--- src/rtl/slm_pkg.sv ---
// Behaviour
// Software must write 0xF into the bits-per-sample field [4:0], meaning 16 bits per sample.
// The samples-per-frame field resets to 0 and holds only 0 (one sample) or 1 (two samples).
// The high-density bit 7 resets to 1; software writes 1 for one octet per frame, else 0.
// Software keeps the control-words-per-frame field at 0.
// The lane 0 checksum is an 8-bit read/write register that resets to 0x45.
// A write to the monitor address stores lane and counter picks; a read returns that count.
// Counter pick 00 gives bad disparity, 01 not-in-table, 10 stray control character.
// The lane pick in bits [6:4] chooses the lane; both picks are write-only and reset to 0.
// Lane x is deskewed while bit x of the deskew mask is set; the mask resets to 0xF.
// Flag bit x sets when the bad-disparity count of lane x reaches the threshold.
// Writing 1 to bit 7 of the disparity control clears the flag of the lane in bits [2:0]; the flag stays set while the count meets a nonzero threshold.
// Writing 1 to bit 6 disables and to bit 5 resets the disparity counter of that lane.
// A disparity flag stays set until an interrupt clear or a counter reset for its lane; interrupt clears fail while the count meets a nonzero threshold.
package slm_pkg;

  // ==========================================================
  // Register offsets
  localparam logic [11:0] SLM_OFS_SAMPLE_BITS = 12'h458;
  localparam logic [11:0] SLM_OFS_VERSION_SAMPLES = 12'h459;
  localparam logic [11:0] SLM_OFS_DENSITY_CTRL = 12'h45A;
  localparam logic [11:0] SLM_OFS_RESERVED_ONE = 12'h45B;
  localparam logic [11:0] SLM_OFS_RESERVED_TWO = 12'h45C;
  localparam logic [11:0] SLM_OFS_CHECKSUM = 12'h45D;
  localparam logic [11:0] SLM_OFS_ERR_MONITOR = 12'h46B;
  localparam logic [11:0] SLM_OFS_DESKEW_MASK = 12'h46C;
  localparam logic [11:0] SLM_OFS_DISPARITY = 12'h46D;

  // ==========================================================
  // Reset values
  localparam logic [2:0] SLM_RST_SUBCLASS = 3'h1;
  localparam logic [4:0] SLM_RST_SAMPLE_BITS = 5'h0F;
  localparam logic [2:0] SLM_RST_VERSION = 3'h1;
  localparam logic SLM_RST_SAMPLES = 1'h0;
  localparam logic SLM_RST_HIGH_DENSITY = 1'h1;
  localparam logic [1:0] SLM_RST_DENS_RSVD = 2'h0;
  localparam logic [4:0] SLM_RST_CTRL_WORDS = 5'h00;
  localparam logic [7:0] SLM_RST_RESERVED = 8'h00;
  localparam logic [7:0] SLM_RST_CHECKSUM = 8'h45;
  localparam logic [7:0] SLM_RST_DESKEW = 8'h0F;
  localparam logic [2:0] SLM_RST_LANE_PICK = 3'h0;
  localparam logic [1:0] SLM_RST_CNTR_PICK = 2'h0;
  localparam logic [7:0] SLM_RST_COUNT = 8'h00;
  localparam logic [7:0] SLM_COUNT_MAX = 8'hFF;

  // ==========================================================
  // Field positions
  localparam int SLM_DENSITY_BIT = 7;
  localparam int SLM_IRQ_CLR_BIT = 7;
  localparam int SLM_CNT_OFF_BIT = 6;
  localparam int SLM_CNT_CLR_BIT = 5;

  // ==========================================================
  // Counter pick encodings
  typedef enum logic [1:0] {
    SLM_CNT_DISPARITY = 2'h0,
    SLM_CNT_INVALID = 2'h1,
    SLM_CNT_STRAY = 2'h2
  } slm_cnt_pick_t;

endpackage
--- src/rtl/slm_link_param_monitor.sv ---
`timescale 1ns/10ps
module slm_link_param_monitor #(
  parameter int LANES = 4
) (
  input wire logic mclk,
  input wire logic sys_rst,
  input wire logic [11:0] reg_addr,
  input wire logic reg_wr_en,
  input wire logic reg_rd_en,
  input wire logic [7:0] reg_wdata,
  output logic [7:0] reg_rdata,
  input wire logic [LANES-1:0] disparity_err,
  input wire logic [LANES-1:0] invalid_symbol_err,
  input wire logic [LANES-1:0] stray_control_err,
  input wire logic [7:0] err_threshold,
  output logic [2:0] subclass_version,
  output logic [4:0] total_sample_bits_less_one,
  output logic [2:0] link_standard_version,
  output logic samples_less_one,
  output logic high_density_select,
  output logic [4:0] control_words_per_frame,
  output logic [7:0] reserved_byte_one,
  output logic [7:0] reserved_byte_two,
  output logic [7:0] lane0_check_value,
  output logic [7:0] lane_align_mask,
  output logic [LANES-1:0] disparity_threshold_flags,
  output logic [LANES-1:0] disparity_counter_off
);

  // ==========================================================
  // Configuration registers
  logic [2:0] subclass_reg;
  logic [2:0] subclass_next;
  logic [4:0] sbits_reg;
  logic [4:0] sbits_next;
  logic [2:0] version_reg;
  logic [2:0] version_next;
  logic samples_reg;
  logic samples_next;
  logic dense_reg;
  logic dense_next;
  logic [1:0] dens_rsvd_reg;
  logic [1:0] dens_rsvd_next;
  logic [4:0] ctlw_reg;
  logic [4:0] ctlw_next;
  logic [7:0] rsv_one_reg;
  logic [7:0] rsv_one_next;
  logic [7:0] rsv_two_reg;
  logic [7:0] rsv_two_next;
  logic [7:0] chk_reg;
  logic [7:0] chk_next;
  logic [7:0] mask_reg;
  logic [7:0] mask_next;
  logic [2:0] lane_pick_reg;
  logic [2:0] lane_pick_next;
  logic [1:0] cntr_pick_reg;
  logic [1:0] cntr_pick_next;
  logic [7:0] rdata_reg;
  logic [7:0] rdata_next;

  // Lane fields are 3 bits, so only lane numbers 0 to 7 can be picked
  logic [LANES*8-1:0] disp_cnt_flat;
  logic [LANES*8-1:0] nit_cnt_flat;
  logic [LANES*8-1:0] ucc_cnt_flat;
  logic [LANES-1:0] flag_flat;
  logic [LANES-1:0] off_flat;

  // ==========================================================
  // Decode helpers
  function automatic logic hit(input logic [11:0] a, input logic [11:0] ofs);
    hit = (a == ofs);
  endfunction

  function automatic logic [7:0] pick_byte(input logic [LANES*8-1:0] v,
                                           input logic [2:0] lane);
    pick_byte = 8'h00;
    for (int i = 0; i < LANES; i++) begin
      if (lane == i[2:0]) begin
        pick_byte = v[i*8 +: 8];
      end
    end
  endfunction

  // ==========================================================
  // Write path
  logic cfg_wr;
  assign cfg_wr = reg_wr_en;

  always_comb begin
    subclass_next = subclass_reg;
    sbits_next = sbits_reg;
    version_next = version_reg;
    samples_next = samples_reg;
    dense_next = dense_reg;
    dens_rsvd_next = dens_rsvd_reg;
    ctlw_next = ctlw_reg;
    rsv_one_next = rsv_one_reg;
    rsv_two_next = rsv_two_reg;
    chk_next = chk_reg;
    mask_next = mask_reg;
    lane_pick_next = lane_pick_reg;
    cntr_pick_next = cntr_pick_reg;
    if (cfg_wr) begin
      if (hit(reg_addr, slm_pkg::SLM_OFS_SAMPLE_BITS)) begin
        subclass_next = reg_wdata[7:5];
        sbits_next = reg_wdata[4:0];
      end
      if (hit(reg_addr, slm_pkg::SLM_OFS_VERSION_SAMPLES)) begin
        version_next = reg_wdata[7:5];
        samples_next = reg_wdata[0];
      end
      if (hit(reg_addr, slm_pkg::SLM_OFS_DENSITY_CTRL)) begin
        dense_next = reg_wdata[slm_pkg::SLM_DENSITY_BIT];
        dens_rsvd_next = reg_wdata[6:5];
        ctlw_next = reg_wdata[4:0];
      end
      if (hit(reg_addr, slm_pkg::SLM_OFS_RESERVED_ONE)) begin
        rsv_one_next = reg_wdata;
      end
      if (hit(reg_addr, slm_pkg::SLM_OFS_RESERVED_TWO)) begin
        rsv_two_next = reg_wdata;
      end
      if (hit(reg_addr, slm_pkg::SLM_OFS_CHECKSUM)) begin
        chk_next = reg_wdata;
      end
      if (hit(reg_addr, slm_pkg::SLM_OFS_DESKEW_MASK)) begin
        mask_next = reg_wdata;
      end
      if (hit(reg_addr, slm_pkg::SLM_OFS_ERR_MONITOR)) begin
        lane_pick_next = reg_wdata[6:4];
        cntr_pick_next = reg_wdata[1:0];
      end
    end
  end

  // ==========================================================
  // Read path
  // Registered, so read data shows one cycle after the strobe
  always_comb begin
    rdata_next = rdata_reg;
    if (reg_rd_en) begin
      rdata_next = 8'h00;
      unique case (1'b1)
        hit(reg_addr, slm_pkg::SLM_OFS_SAMPLE_BITS): rdata_next = {subclass_reg, sbits_reg};
        hit(reg_addr, slm_pkg::SLM_OFS_VERSION_SAMPLES): rdata_next = {version_reg, 4'h0,
                                                                       samples_reg};
        hit(reg_addr, slm_pkg::SLM_OFS_DENSITY_CTRL): rdata_next = {dense_reg, dens_rsvd_reg,
                                                                    ctlw_reg};
        hit(reg_addr, slm_pkg::SLM_OFS_RESERVED_ONE): rdata_next = rsv_one_reg;
        hit(reg_addr, slm_pkg::SLM_OFS_RESERVED_TWO): rdata_next = rsv_two_reg;
        hit(reg_addr, slm_pkg::SLM_OFS_CHECKSUM): rdata_next = chk_reg;
        hit(reg_addr, slm_pkg::SLM_OFS_DESKEW_MASK): rdata_next = mask_reg;
        hit(reg_addr, slm_pkg::SLM_OFS_DISPARITY): begin
          rdata_next = 8'h00;
          rdata_next[LANES-1:0] = flag_flat;
        end
        hit(reg_addr, slm_pkg::SLM_OFS_ERR_MONITOR): begin
          // Pick 11 and absent lanes read zero
          unique case (cntr_pick_reg)
            slm_pkg::SLM_CNT_DISPARITY: rdata_next = pick_byte(disp_cnt_flat, lane_pick_reg);
            slm_pkg::SLM_CNT_INVALID: rdata_next = pick_byte(nit_cnt_flat, lane_pick_reg);
            slm_pkg::SLM_CNT_STRAY: rdata_next = pick_byte(ucc_cnt_flat, lane_pick_reg);
            default: rdata_next = 8'h00;
          endcase
        end
        default: rdata_next = 8'h00;
      endcase
    end
  end

  // ==========================================================
  // Register stage
  always_ff @(posedge mclk or posedge sys_rst) begin
    if (sys_rst) begin
      subclass_reg <= slm_pkg::SLM_RST_SUBCLASS;
      sbits_reg <= slm_pkg::SLM_RST_SAMPLE_BITS;
      version_reg <= slm_pkg::SLM_RST_VERSION;
      samples_reg <= slm_pkg::SLM_RST_SAMPLES;
      dense_reg <= slm_pkg::SLM_RST_HIGH_DENSITY;
      dens_rsvd_reg <= slm_pkg::SLM_RST_DENS_RSVD;
      ctlw_reg <= slm_pkg::SLM_RST_CTRL_WORDS;
      rsv_one_reg <= slm_pkg::SLM_RST_RESERVED;
      rsv_two_reg <= slm_pkg::SLM_RST_RESERVED;
      chk_reg <= slm_pkg::SLM_RST_CHECKSUM;
      mask_reg <= slm_pkg::SLM_RST_DESKEW;
      lane_pick_reg <= slm_pkg::SLM_RST_LANE_PICK;
      cntr_pick_reg <= slm_pkg::SLM_RST_CNTR_PICK;
      rdata_reg <= 8'h00;
    end else begin
      subclass_reg <= subclass_next;
      sbits_reg <= sbits_next;
      version_reg <= version_next;
      samples_reg <= samples_next;
      dense_reg <= dense_next;
      dens_rsvd_reg <= dens_rsvd_next;
      ctlw_reg <= ctlw_next;
      rsv_one_reg <= rsv_one_next;
      rsv_two_reg <= rsv_two_next;
      chk_reg <= chk_next;
      mask_reg <= mask_next;
      lane_pick_reg <= lane_pick_next;
      cntr_pick_reg <= cntr_pick_next;
      rdata_reg <= rdata_next;
    end
  end

  // ==========================================================
  // Per-lane error counters and flags
  logic ctl_wr;
  assign ctl_wr = reg_wr_en && hit(reg_addr, slm_pkg::SLM_OFS_DISPARITY);

  for (genvar g = 0; g < LANES; g++) begin : g_lane
    logic [7:0] disp_reg;
    logic [7:0] disp_next;
    logic [7:0] nit_reg;
    logic [7:0] nit_next;
    logic [7:0] ucc_reg;
    logic [7:0] ucc_next;
    logic flag_reg;
    logic flag_next;
    logic off_reg;
    logic off_next;
    logic mine;
    logic off_wr;
    logic cnt_clr_wr;
    logic irq_clr_wr;
    assign mine = ctl_wr && (reg_wdata[2:0] == 3'(g));
    assign off_wr = mine && reg_wdata[slm_pkg::SLM_CNT_OFF_BIT];
    assign cnt_clr_wr = mine && reg_wdata[slm_pkg::SLM_CNT_CLR_BIT];
    assign irq_clr_wr = mine && reg_wdata[slm_pkg::SLM_IRQ_CLR_BIT];

    always_comb begin
      disp_next = disp_reg;
      nit_next = nit_reg;
      ucc_next = ucc_reg;
      off_next = off_reg;
      flag_next = flag_reg;
      // Only sys_rst turns a disabled counter back on
      if (off_wr) begin
        off_next = 1'b1;
      end
      // Counters saturate so a long burst cannot wrap under the threshold
      if (disparity_err[g] && !off_reg && disp_reg != slm_pkg::SLM_COUNT_MAX) begin
        disp_next = disp_reg + 8'h01;
      end
      if (cnt_clr_wr) begin
        disp_next = slm_pkg::SLM_RST_COUNT;
      end
      // No clear path for these two, only sys_rst zeroes them
      if (invalid_symbol_err[g] && nit_reg != slm_pkg::SLM_COUNT_MAX) begin
        nit_next = nit_reg + 8'h01;
      end
      if (stray_control_err[g] && ucc_reg != slm_pkg::SLM_COUNT_MAX) begin
        ucc_next = ucc_reg + 8'h01;
      end
      if (irq_clr_wr || cnt_clr_wr) begin
        flag_next = 1'b0; // see R11
      end
      // Set beats an interrupt clear when the count still stands at threshold; a counter reset wins over set
      if (err_threshold != 8'h00 && disp_reg >= err_threshold && !cnt_clr_wr) begin
        flag_next = 1'b1; // see R10
      end
    end

    always_ff @(posedge mclk or posedge sys_rst) begin
      if (sys_rst) begin
        disp_reg <= slm_pkg::SLM_RST_COUNT;
        nit_reg <= slm_pkg::SLM_RST_COUNT;
        ucc_reg <= slm_pkg::SLM_RST_COUNT;
        flag_reg <= 1'b0;
        off_reg <= 1'b0;
      end else begin
        disp_reg <= disp_next;
        nit_reg <= nit_next;
        ucc_reg <= ucc_next;
        flag_reg <= flag_next;
        off_reg <= off_next;
      end
    end

    assign disp_cnt_flat[g*8 +: 8] = disp_reg;
    assign nit_cnt_flat[g*8 +: 8] = nit_reg;
    assign ucc_cnt_flat[g*8 +: 8] = ucc_reg;
    assign flag_flat[g] = flag_reg;
    assign off_flat[g] = off_reg;
  end

  // ==========================================================
  // Outputs, all straight from flops
  assign reg_rdata = rdata_reg;
  assign subclass_version = subclass_reg;
  assign total_sample_bits_less_one = sbits_reg;
  assign link_standard_version = version_reg;
  assign samples_less_one = samples_reg;
  assign high_density_select = dense_reg;
  assign control_words_per_frame = ctlw_reg;
  assign reserved_byte_one = rsv_one_reg;
  assign reserved_byte_two = rsv_two_reg;
  assign lane0_check_value = chk_reg;
  assign lane_align_mask = mask_reg;
  assign disparity_threshold_flags = flag_flat;
  assign disparity_counter_off = off_flat;

endmodule

--- config.mk ---
export PLATFORM = sky130hd
export DESIGN_NAME = slm_link_param_monitor
export DESIGN_NICKNAME = d
export VERILOG_FILES = /design/src/rtl/slm_pkg.sv /design/src/rtl/slm_link_param_monitor.sv
export SDC_FILE = /design/constraint.sdc
export NUM_CORES = 1
export LEC_CHECK = 0
export ABC_AREA = 0
export BUFFER_PORTS_ARGS = -buffer_cell sky130_fd_sc_hd__buf_2
export CAP_MARGIN = 20
export CORE_UTILIZATION = 50
export DETAILED_ROUTE_END_ITERATION = 8
export PLACE_DENSITY = 0.7
export SETUP_SLACK_MARGIN = 0.15
export SLEW_MARGIN = 20
export SYNTH_ARGS = -nofsm -noshare
export SYNTH_HDL_FRONTEND = slang
export SYNTH_SLANG_ARGS = --single-unit
--- constraint.sdc ---
create_clock -name mclk -period 17.8 [get_ports mclk]
set_clock_uncertainty 0.2 [all_clocks]
set_input_delay 5.34 -clock mclk [delete_from_list [all_inputs] [get_ports mclk]]
set_output_delay 5.34 -clock mclk [all_outputs]
set_load 0.02 [all_outputs]
==> reports/metrics.cfg, run 1 <==
[sta]
worst_slew_pin_slew_ps = 1070
hold_violations = 0
min_period_ps = 7460
slew_headroom_pct = 27.9
period_share_pct = 41.9
fmax_mhz = 134
setup_viol = 0
post-route-worst-setup-slack_ps = 10340
fin_tns_setup_ps = 0
slew_violations = 0
rsz0062_at_grt = false

[layout]
drive_above_1_share_pct = 26.6
syn_to_final_growth_pct = 14.0
nNetsFinal = 1074
n_fill_cell = 1603
fin_area_um2 = 10800
diodes = 0
final_cells = 1233

[global_routing]
track_usage_pct = 25.2
grt_pass1_vias = 6994
antenna_found_initial = 0
grt-ovfl-total = 0
grt_max_degree = 104
grt_pass1_wl_mm = 38.0

[synthesis]
synth_cell_type_count = 65
ys_seq_elements = 169
synth_ff_type = dfrtp_1
postSynthAreaPerCell_um2 = 10.7
seq_area_frac_synth_pct = 44.8
syn_inst = 888
synthTopCellsByArea = dfrtp_1, mux2_2, ha_1
yosysTopAreaCell = dfrtp_1
ys_async_sr_fraction_pct = 100
syn_area_um2 = 9480
yosys.area.top_type_share_pct = 40.9
synthesis.nets = 976
ys_warn_count = 0
synth_edf_count = 0

[setup_path]
end_kind = flop
cp_cell_sequence = buf_2, nor2b_1, nand2_1, nor4_1, mux2_2
start_kind = input port
worstSetupPathType = input port to flop
critical-path-max-stage-delay_ps = 920
rrSetupSlack_ps = 15010
cp.required_ps = 17920
path_max_fanout = 9
cp.arrival_ps = 7580
worst_path_max_delay_cell = nor4_1

[floorplanning]
die_width_um = 140
rows = 50
die-area_um2 = 19500
initial_core_util_pct = 50.9
chipHeight_um = 140
core_area_um2 = 18600
io_pins = 110

[placement]
dp.cells = 1201
hpwlAfterDp_mm = 17.1
dp_worst_setup_slack_ps = 9930
gp_congestion = 0.894
post_dp_cell_area_um2 = 10200
portBuffers = 109

[route]
totalWireLength_mm = 23.6
wire_per_inst_um = 19.1
first_pass_iters = 5
via_count = 7351
via_per_inst = 5.96
ant_nets = 0
drt_iter0_markers = 513
drc = 0

[clock_tree]
clk_pin_slew_ps = 70
cts_sinks = 169
cts_root_buf = clkbuf_16
clkLatencyLatePin_ps = 440
cts_resized = 0
cts-hold-fix-buffers = 0
clk_path_buf_depth = 2
cts_buffers = 17
htreeDepth = 4
cts_tree = done
cts_setup_buffers = 0

[power]
leakagePower_nw = 5.00
pwr_density_cell_nw_per_um2 = 118
ir_worst_vdd_v = 0.0000942

[flow_run]
maxCapViolCount = 0

[worst_hold_path]
hold_path.class = flop to flop

[outcome]
status = finished, final reports clean

-- cell usage after synthesis (3+ instances only) --
master,count
dfrtp_1,155
mux2_2,77
nand2_1,67
xnor2_1,57
nor2_1,56
ha_1,44
o21ai_0,34
nand4_1,30
nand3_1,29
xor2_1,27
inv_1,25
a21oi_1,21
o221ai_1,20
o22ai_1,20
nor2b_1,17
clkbuf_1,15
dfstp_2,14
mux2i_1,14
nand2b_1,12
nor3_1,12
and3_1,10
a31oi_1,9
a211oi_1,8
buf_4,8
a22o_1,7
nor4_1,7
or2_2,7
and4_1,6
buf_1,6
a41oi_1,4
and2_1,4
buf_2,4
mux4_2,4
nor2_2,4
a21o_1,3
a221o_1,3
a221oi_1,3
nor3b_2,3
o2111ai_1,3
o21a_1,3
o21bai_1,3
or4_1,3
-- cell usage in the layout, fill, tap and decap left out, types with 8 or more instances in the layout --
cell type,netlist,layout
dfrtp_1,155,155
buf_2,4,109
mux2_2,77,77
nand2_1,67,67
xnor2_1,57,57
nor2_1,56,56
ha_1,44,44
o21ai_0,34,34
nand4_1,30,30
nand3_1,29,29
xor2_1,27,27
inv_1,25,24
a21oi_1,21,21
o22ai_1,20,20
o221ai_1,20,20
nor2b_1,17,17
clkbuf_16,0,17
mux2i_1,14,14
dfstp_2,14,14
nand2b_1,12,12
nor3_1,12,12
and3_1,10,10
a31oi_1,9,9
a211oi_1,8,8
-- path summary, 6_finish.rpt --
check	startpoint	endpoint	depth (start not counted)
worst min-delay path	g_lane[0].ucc_reg[5]	g_lane[0].ucc_reg[5]	1
worst max register to register	lane_pick_reg[1]	reg_rdata[1]	6
worst max-delay path	reg_addr[5]	lane_pick_reg[2]	5
min in group asynchronous	sys_rst	total_sample_bits_less_one[4]	2
worst min register to register	g_lane[0].ucc_reg[5]	g_lane[0].ucc_reg[5]	1
max in group asynchronous	sys_rst	g_lane[2].disp_reg[0]	3
-- through the flow --
step	total power, mW	utilization (%)	hold WS [ps]
after floorplan	0.798	-	252
after global placement	0.884	54.7	271
after detailed placement	0.896	54.7	278
after CTS	1.28	57.9	288
after global routing	1.35	58.0	309
final	1.27	58.0	283
-- worst max-delay path, delay by kind of cell --
kind / cells / cell delay, ps
simple gates: 3 / 1680
mux: 1 / 420
buf+inv: 1 / 140
-- metal layers --
layer	share of wire (%)	up-vias	global-route usage, %
met3	5.2	26	5.13
li1	-	3470	-
met5	0	-	0
met4	1.1	0	5.55
met2	47	217	39.6
met1	47	3638	35.7
-- logic make-up after synthesis --
family                     after synthesis  synth area share (%)
adders and majority gates               44                  5.80
AOI/OAI and AO/OA                      150                  10.8
DFF                                    169                  44.8
buffers and inverters                   58                  2.66
xor gates and xnor gates                84                  7.76
and+or+nand+nor                        288                  16.7
muxes                                   95                  11.6
-- layout make-up --
class                      instances  area (um^2)  area share (%)
multi-input combinational        661         5000            46.3
sequential                       169         4250            39.3
clock inverter                    15          176            1.63
inverter                          25         98.8           0.914
tap                              234          293            2.71
timing repair buffer             112          568            5.25
clock buffer                      17          425            3.93
-- where the power goes --
group | internal (mW) | total, mW | leakage (nW) | switching, mW
Clock | 0.201 | 0.380 | 0.289 | 0.179
Combinational | 0.148 | 0.299 | 2.55 | 0.151
Sequential | 0.470 | 0.593 | 2.16 | 0.123
Total | 0.818 | 1.27 | 5.00 | 0.454
Note: power is estimated with default switching activity, not from simulation.
==> inputs of run 2 (changes only) <==
--- a/config.mk
+++ b/config.mk
@@ -10,7 +10,7 @@
 export CAP_MARGIN = 20
 export CORE_UTILIZATION = 50
 export DETAILED_ROUTE_END_ITERATION = 8
-export PLACE_DENSITY = 0.7
+export PLACE_DENSITY = 0.73
 export SETUP_SLACK_MARGIN = 0.15
 export SLEW_MARGIN = 20
 export SYNTH_ARGS = -nofsm -noshare
==> constraint.sdc (replaced) <==
create_clock -name mclk -period 6.43 [get_ports mclk]
set_clock_uncertainty 0.2 [all_clocks]
set_input_delay 1.929 -clock mclk [delete_from_list [all_inputs] [get_ports mclk]]
set_output_delay 1.929 -clock mclk [all_outputs]
set_load 0.02 [all_outputs]
==> run 2 against run 1 <==
Combinational power rose to 2.8 times the previous value. Critical path type unchanged. Sequential share of layout area down 0.14 points. Non-clock buffer count unchanged. Total power rose to 2.8 times the previous value. Flip-flop and latch count unchanged. Sequential power rose to 2.8 times the previous value.
==> reports/metrics.cfg, run 2 (synthesis results as in run 1) <==
[route]
totalWireLength_mm = 23.5
ant_nets = 0
drc = 0
wire_per_inst_um = 19.1
first_pass_iters = 6
via_per_inst = 5.98
via_count = 7379
drt_iter0_markers = 511

[sta]
hold_violations = 0
fin_tns_setup_ps = 0
slew_headroom_pct = 24.6
worst_slew_pin_slew_ps = 1120
setup_viol = 0
slew_violations = 0
min_period_ps = 4110
period_share_pct = 63.9
whs_ps = 292
fmax_mhz = 243
rsz0062_at_grt = false

[setup_path]
crit_path_start = reg_addr[0]
reg2reg_depth = 6
rrSetupSlack_ps = 3640
critPathBufInv = 1
critical-path-max-stage-delay_ps = 1020
cp.arrival_ps = 4230
cp-endpoint = reserved_byte_one[2]
worst_path_max_delay_cell = nor4_2
regToRegStartpoint = lane_pick_reg[1]
start_kind = input port
worstSetupPathType = input port to flop
path_max_fanout = 27
path_delay_family = simple AND/OR/NAND/NOR gates
rr_endpoint = reg_rdata[1]
cp.required_ps = 6550
cp_cell_sequence = buf_2, nand2_1, nor4_2, mux2_2
end_kind = flop
crit_cells = 4

[power]
power.share.combinational_pct = 23.4
p_int_mw = 2.38
ir_worst_vdd_v = 0.000296
p_seq_share_pct = 45.9
switching_power_mw = 1.20
clock_power_share_pct = 30.7
switching_share_pct = 33.5
pwr_density_cell_nw_per_um2 = 329
leakagePower_nw = 5.01

[clock_tree]
cts_sinks = 169
cts-hold-fix-buffers = 0
clkLatencyLatePin_ps = 430
cts_tree = done
clk_path_buf_depth = 2
cts_buffers = 17
htreeDepth = 4
cts_resized = 0
clk_pin_slew_ps = 70
cts_setup_buffers = 0
cts_root_buf = clkbuf_16

[placement]
portBuffers = 109
hpwlAfterDp_mm = 16.7
gp_congestion = 0.904

[floorplanning]
die_width_um = 140
io_pins = 110
die-area_um2 = 19500
initial_core_util_pct = 50.9
chipHeight_um = 140
rows = 50
core_area_um2 = 18600

[layout]
diodes = 0
post-route-util_pct = 58.2
n_fill_cell = 1584
nNetsFinal = 1074
drive_above_1_share_pct = 26.3
syn_to_final_growth_pct = 14.4
layout.cells.most_common = dfrtp_1
layout_common_cells = dfrtp_1, buf_2, mux2_2

[worst_hold_path]
hold_depth = 1
hold_path.class = flop to flop

[global_routing]
grt_pass1_wl_mm = 37.9
antenna_found_initial = 0
grt_pass1_vias = 7026
grt_max_degree = 131
grt-ovfl-total = 0
track_usage_pct = 24.9

[outcome]
status = finished, final reports clean

[flow_run]
maxCapViolCount = 0

==> run 2: worst min-delay path by stage <==
stage / startpoint / endpoint / slack [ps]
6_report: g_lane[0].nit_reg[7] / g_lane[0].nit_reg[7] / 290
5_1_grt: g_lane[0].nit_reg[7] / g_lane[0].nit_reg[7] / 310
4_1_cts: g_lane[0].ucc_reg[5] / g_lane[0].ucc_reg[5] / 300
3_5_place_dp: g_lane[0].ucc_reg[5] / g_lane[0].ucc_reg[5] / 280
3_3_place_gp: g_lane[0].nit_reg[5] / g_lane[0].nit_reg[5] / 270
2_1_floorplan: g_lane[0].nit_reg[5] / g_lane[0].nit_reg[5] / 250
==> run 2: per-layer routing <==
metal  wire length (um)  GRT usage [%]  up-vias
met1              10800           35.2     3654
met2              10900           38.6      223
met3               1200           4.09       41
li1                   -              -     3461
met4                571           8.73        0
met5                  0              0        -
==> run 2: power groups by stage <==
stage	Combinational [mW]	Sequential [mW]	Clock, mW
finish	0.835	1.64	1.10
global route	0.939	1.68	1.15
CTS	0.836	1.64	1.11
detailed placement	0.825	1.65	0
global placement	0.793	1.64	0
floorplan	0.662	1.55	0
==> run 2: stage by stage <==
step / cell area, um^2 / instances / power (mW) / setup slack (ps)
after floorplan: 9490 / 888 / 2.21 / 2160
after CTS: 10800 / 1233 / 3.58 / 2370
after global placement: 10200 / 1201 / 2.44 / 2020
after detailed placement: 10200 / 1201 / 2.47 / 1940
after global routing: 10900 / 1233 / 3.77 / 2170
final: 10900 / 1233 / 3.57 / 2320
==> run 2: area by class of cell <==
class	instances	area (um^2)	area share [%]
inverter	25	97.6	0.899
clock buffer	22	454	4.19
clock inverter	10	169	1.56
sequential	169	4250	39.1
tap	234	293	2.70
timing repair buffer	112	581	5.35
multi-input combinational	661	5010	46.2
==> inputs of run 3 (changes only) <==
--- a/config.mk
+++ b/config.mk
@@ -5,12 +5,12 @@
 export SDC_FILE = /design/constraint.sdc
 export NUM_CORES = 1
 export LEC_CHECK = 0
-export ABC_AREA = 0
+export ABC_AREA = 1
 export BUFFER_PORTS_ARGS = -buffer_cell sky130_fd_sc_hd__buf_2
 export CAP_MARGIN = 20
 export CORE_UTILIZATION = 50
 export DETAILED_ROUTE_END_ITERATION = 8
-export PLACE_DENSITY = 0.73
+export PLACE_DENSITY = 0.7
 export SETUP_SLACK_MARGIN = 0.15
 export SLEW_MARGIN = 20
 export SYNTH_ARGS = -nofsm -noshare
==> constraint.sdc (replaced) <==
create_clock -name mclk -period 4.2 [get_ports mclk]
set_clock_uncertainty 0.2 [all_clocks]
set_input_delay 1.26 -clock mclk [delete_from_list [all_inputs] [get_ports mclk]]
set_output_delay 1.26 -clock mclk [all_outputs]
set_load 0.02 [all_outputs]
==> run 3 against run 2 <==
Sequential power increased by 47%. Flip-flop and latch count is the same. Synthesized cell count rose by 49%. Critical endpoint is now reg_rdata[4]. Largest power group unchanged.
==> reports/metrics.cfg, run 3 <==
[setup_path]
cp.arrival_ps = 3020
rr_endpoint = reg_rdata[4]
cp.required_ps = 4340
worst_path_max_delay_cell = dfrtp_1
critPathBufInv = 2
regToRegStartpoint = lane_pick_reg[1]
start_kind = flop
rrSetupSlack_ps = 1320
critical-path-max-stage-delay_ps = 930
end_kind = flop
cp_cell_sequence = clkinv_1, buf_4, nand3_1, o21ai_0, o21ai_0, nand3_1, nand2_1, nand3_1, nand2_1, nand2_1
path_delay_family = flip-flops
reg2reg_depth = 10
path_max_fanout = 42
worstSetupPathType = flop to flop

[floorplanning]
die-area_um2 = 20900
die_width_um = 145
initial_core_util_pct = 51.6
chipHeight_um = 145
core_area_um2 = 19700
io_pins = 110
rows = 51

[power]
power_mw = 5.28
leakagePower_nw = 5.97
pwr_density_cell_nw_per_um2 = 456
ir_worst_vdd_v = 0.000295

[global_routing]
track_usage_pct = 28.3
grt-ovfl-total = 0
grt_pass1_vias = 8584
grt_max_degree = 55
grt_pass1_wl_mm = 44.8
antenna_found_initial = 1

[synthesis]
yosys.area.top_type_share_pct = 38.1
synth_edf_count = 0
synth_cell_type_count = 37
syn_area_um2 = 10200
ys_seq_elements = 169
seq_area_frac_synth_pct = 41.7
postSynthAreaPerCell_um2 = 7.69
yosysTopAreaCell = dfrtp_1
ys_async_sr_fraction_pct = 100
synth_ff_type = dfrtp_1
synthesis.nets = 1411
synth_commonest_cells = nand2_1, nand3_1, dfrtp_1, inv_1, o21ai_0
yosysMostFrequentCell = nand2_1
ys_warn_count = 0
synthTopCellsByArea = dfrtp_1, nand2_1, nand3_1
syn_inst = 1323

[layout]
syn_to_final_growth_pct = 13.6
layout.cells.most_common = nand2_1
post-route-util_pct = 58.6
layout_common_cells = nand2_1, nand3_1, dfrtp_1
drive_above_1_share_pct = 13.7
nNetsFinal = 1504
n_fill_cell = 1850

[sta]
slew_headroom_pct = 40.7
worst_slew_pin_slew_ps = 889
rsz0062_at_grt = false
setup_viol = 0
hold_violations = 0
fin_tns_setup_ps = 0
period_share_pct = 68.7
slew_violations = 0
min_period_ps = 2880
fmax_mhz = 347

[placement]
portBuffers = 109
hpwlAfterDp_mm = 21.3
gp_congestion = 0.952

[worst_hold_path]
hold-path-endpoint = reg_rdata[2]
hold_path.class = flop to flop
hold_start = reg_rdata[2]
hold_depth = 2

[clock_tree]
htreeDepth = 4
cts_root_buf = clkbuf_16
cts_resized = 0
clk_path_buf_depth = 2
cts_buffers = 17
cts-hold-fix-buffers = 0
cts_sinks = 169
clk_pin_slew_ps = 70
clkLatencyLatePin_ps = 440
cts_tree = done
cts_setup_buffers = 0

[flow_run]
maxCapViolCount = 0

[route]
wire_per_inst_um = 16.7
via_count = 9215
drt_iter0_markers = 702
ant_nets = 0
first_pass_iters = 6
via_per_inst = 5.44
totalWireLength_mm = 28.4
drc = 0

[outcome]
status = finished, final reports clean

run 3: changes by cell type after synthesis, sizes merged, moves of 20 or more:
cell    before  now
nand2       68  341
nand3       31  159
inv         25  138
o21ai       35  118
mux2        77    2
xnor2       57   20
nor2        60   93
xor2        27   56
a21oi       21   43
o221ai      20    0
o22ai       20    0
run 3: logic make-up after synthesis:
| group | Yosys count | share of synthesized area, % |
|---|---|---|
| compound gates | 168 | 8.71 |
| xor+xnor | 76 | 6.54 |
| fa+ha+maj | 44 | 5.41 |
| buf+inv | 189 | 7.48 |
| flops | 169 | 41.7 |
| mux | 2 | 0.221 |
| simple gates | 675 | 29.9 |
run 3: worst max-delay path by stage:
stage	startpoint	endpoint	slack (ps)	cells past startpoint
floorplan	sys_rst	cntr_pick_reg[0]	600	1
global placement	reg_addr[7]	reg_rdata[5]	1100	13
detailed placement	reg_addr[2]	subclass_version[0]	1080	6
CTS	lane_pick_reg[1]	reg_rdata[4]	1400	10
global route	lane_pick_reg[1]	reg_rdata[4]	1130	10
finish	lane_pick_reg[1]	reg_rdata[4]	1320	10
run 3: area by class of cell:
class	instances	area [um^2]	share of cell area, %
Clock inverter	13	185	1.60
Clock buffer	19	433	3.74
Inverter	143	541	4.68
Timing Repair Buffer	120	653	5.65
Antenna cell	1	2.50	0.0216
Sequential cell	169	4250	36.7
Multi-Input combinational cell	965	5170	44.7
Tap cell	265	332	2.87
run 3: report_power, final:
group | internal [mW] | switching (mW)
logic | 0.489 | 0.702
clock network | 0.955 | 0.724
registers | 1.96 | 0.445
total | 3.41 | 1.87
run 3: metrics by stage:
step / instances / hold WS [ps] / setup slack, ps / area [um^2]
2_1_floorplan: 1323 / 254 / 597 / 10200
3_3_place_gp: 1662 / 270 / 1100 / 10900
3_5_place_dp: 1662 / 268 / 1080 / 10900
4_1_cts: 1694 / 288 / 1400 / 11600
5_1_grt: 1695 / 295 / 1130 / 11600
6_report: 1695 / 285 / 1320 / 11600
run 3: worst min-delay path, cell delays in order, from the launching register on:
cell	delay, ps
dfrtp_1	340
nand2_1	60
nand2_1	50
run 3: per-layer routing:
metal	part of all wire (%)	routed length, um	vias up	track usage [%]
met5	0	0	-	0
met4	1.8	503	0	9.25
met3	5.8	1660	42	4.30
met2	46	13200	301	43.9
met1	46	13100	4342	40.4
li1	-	-	4530	-
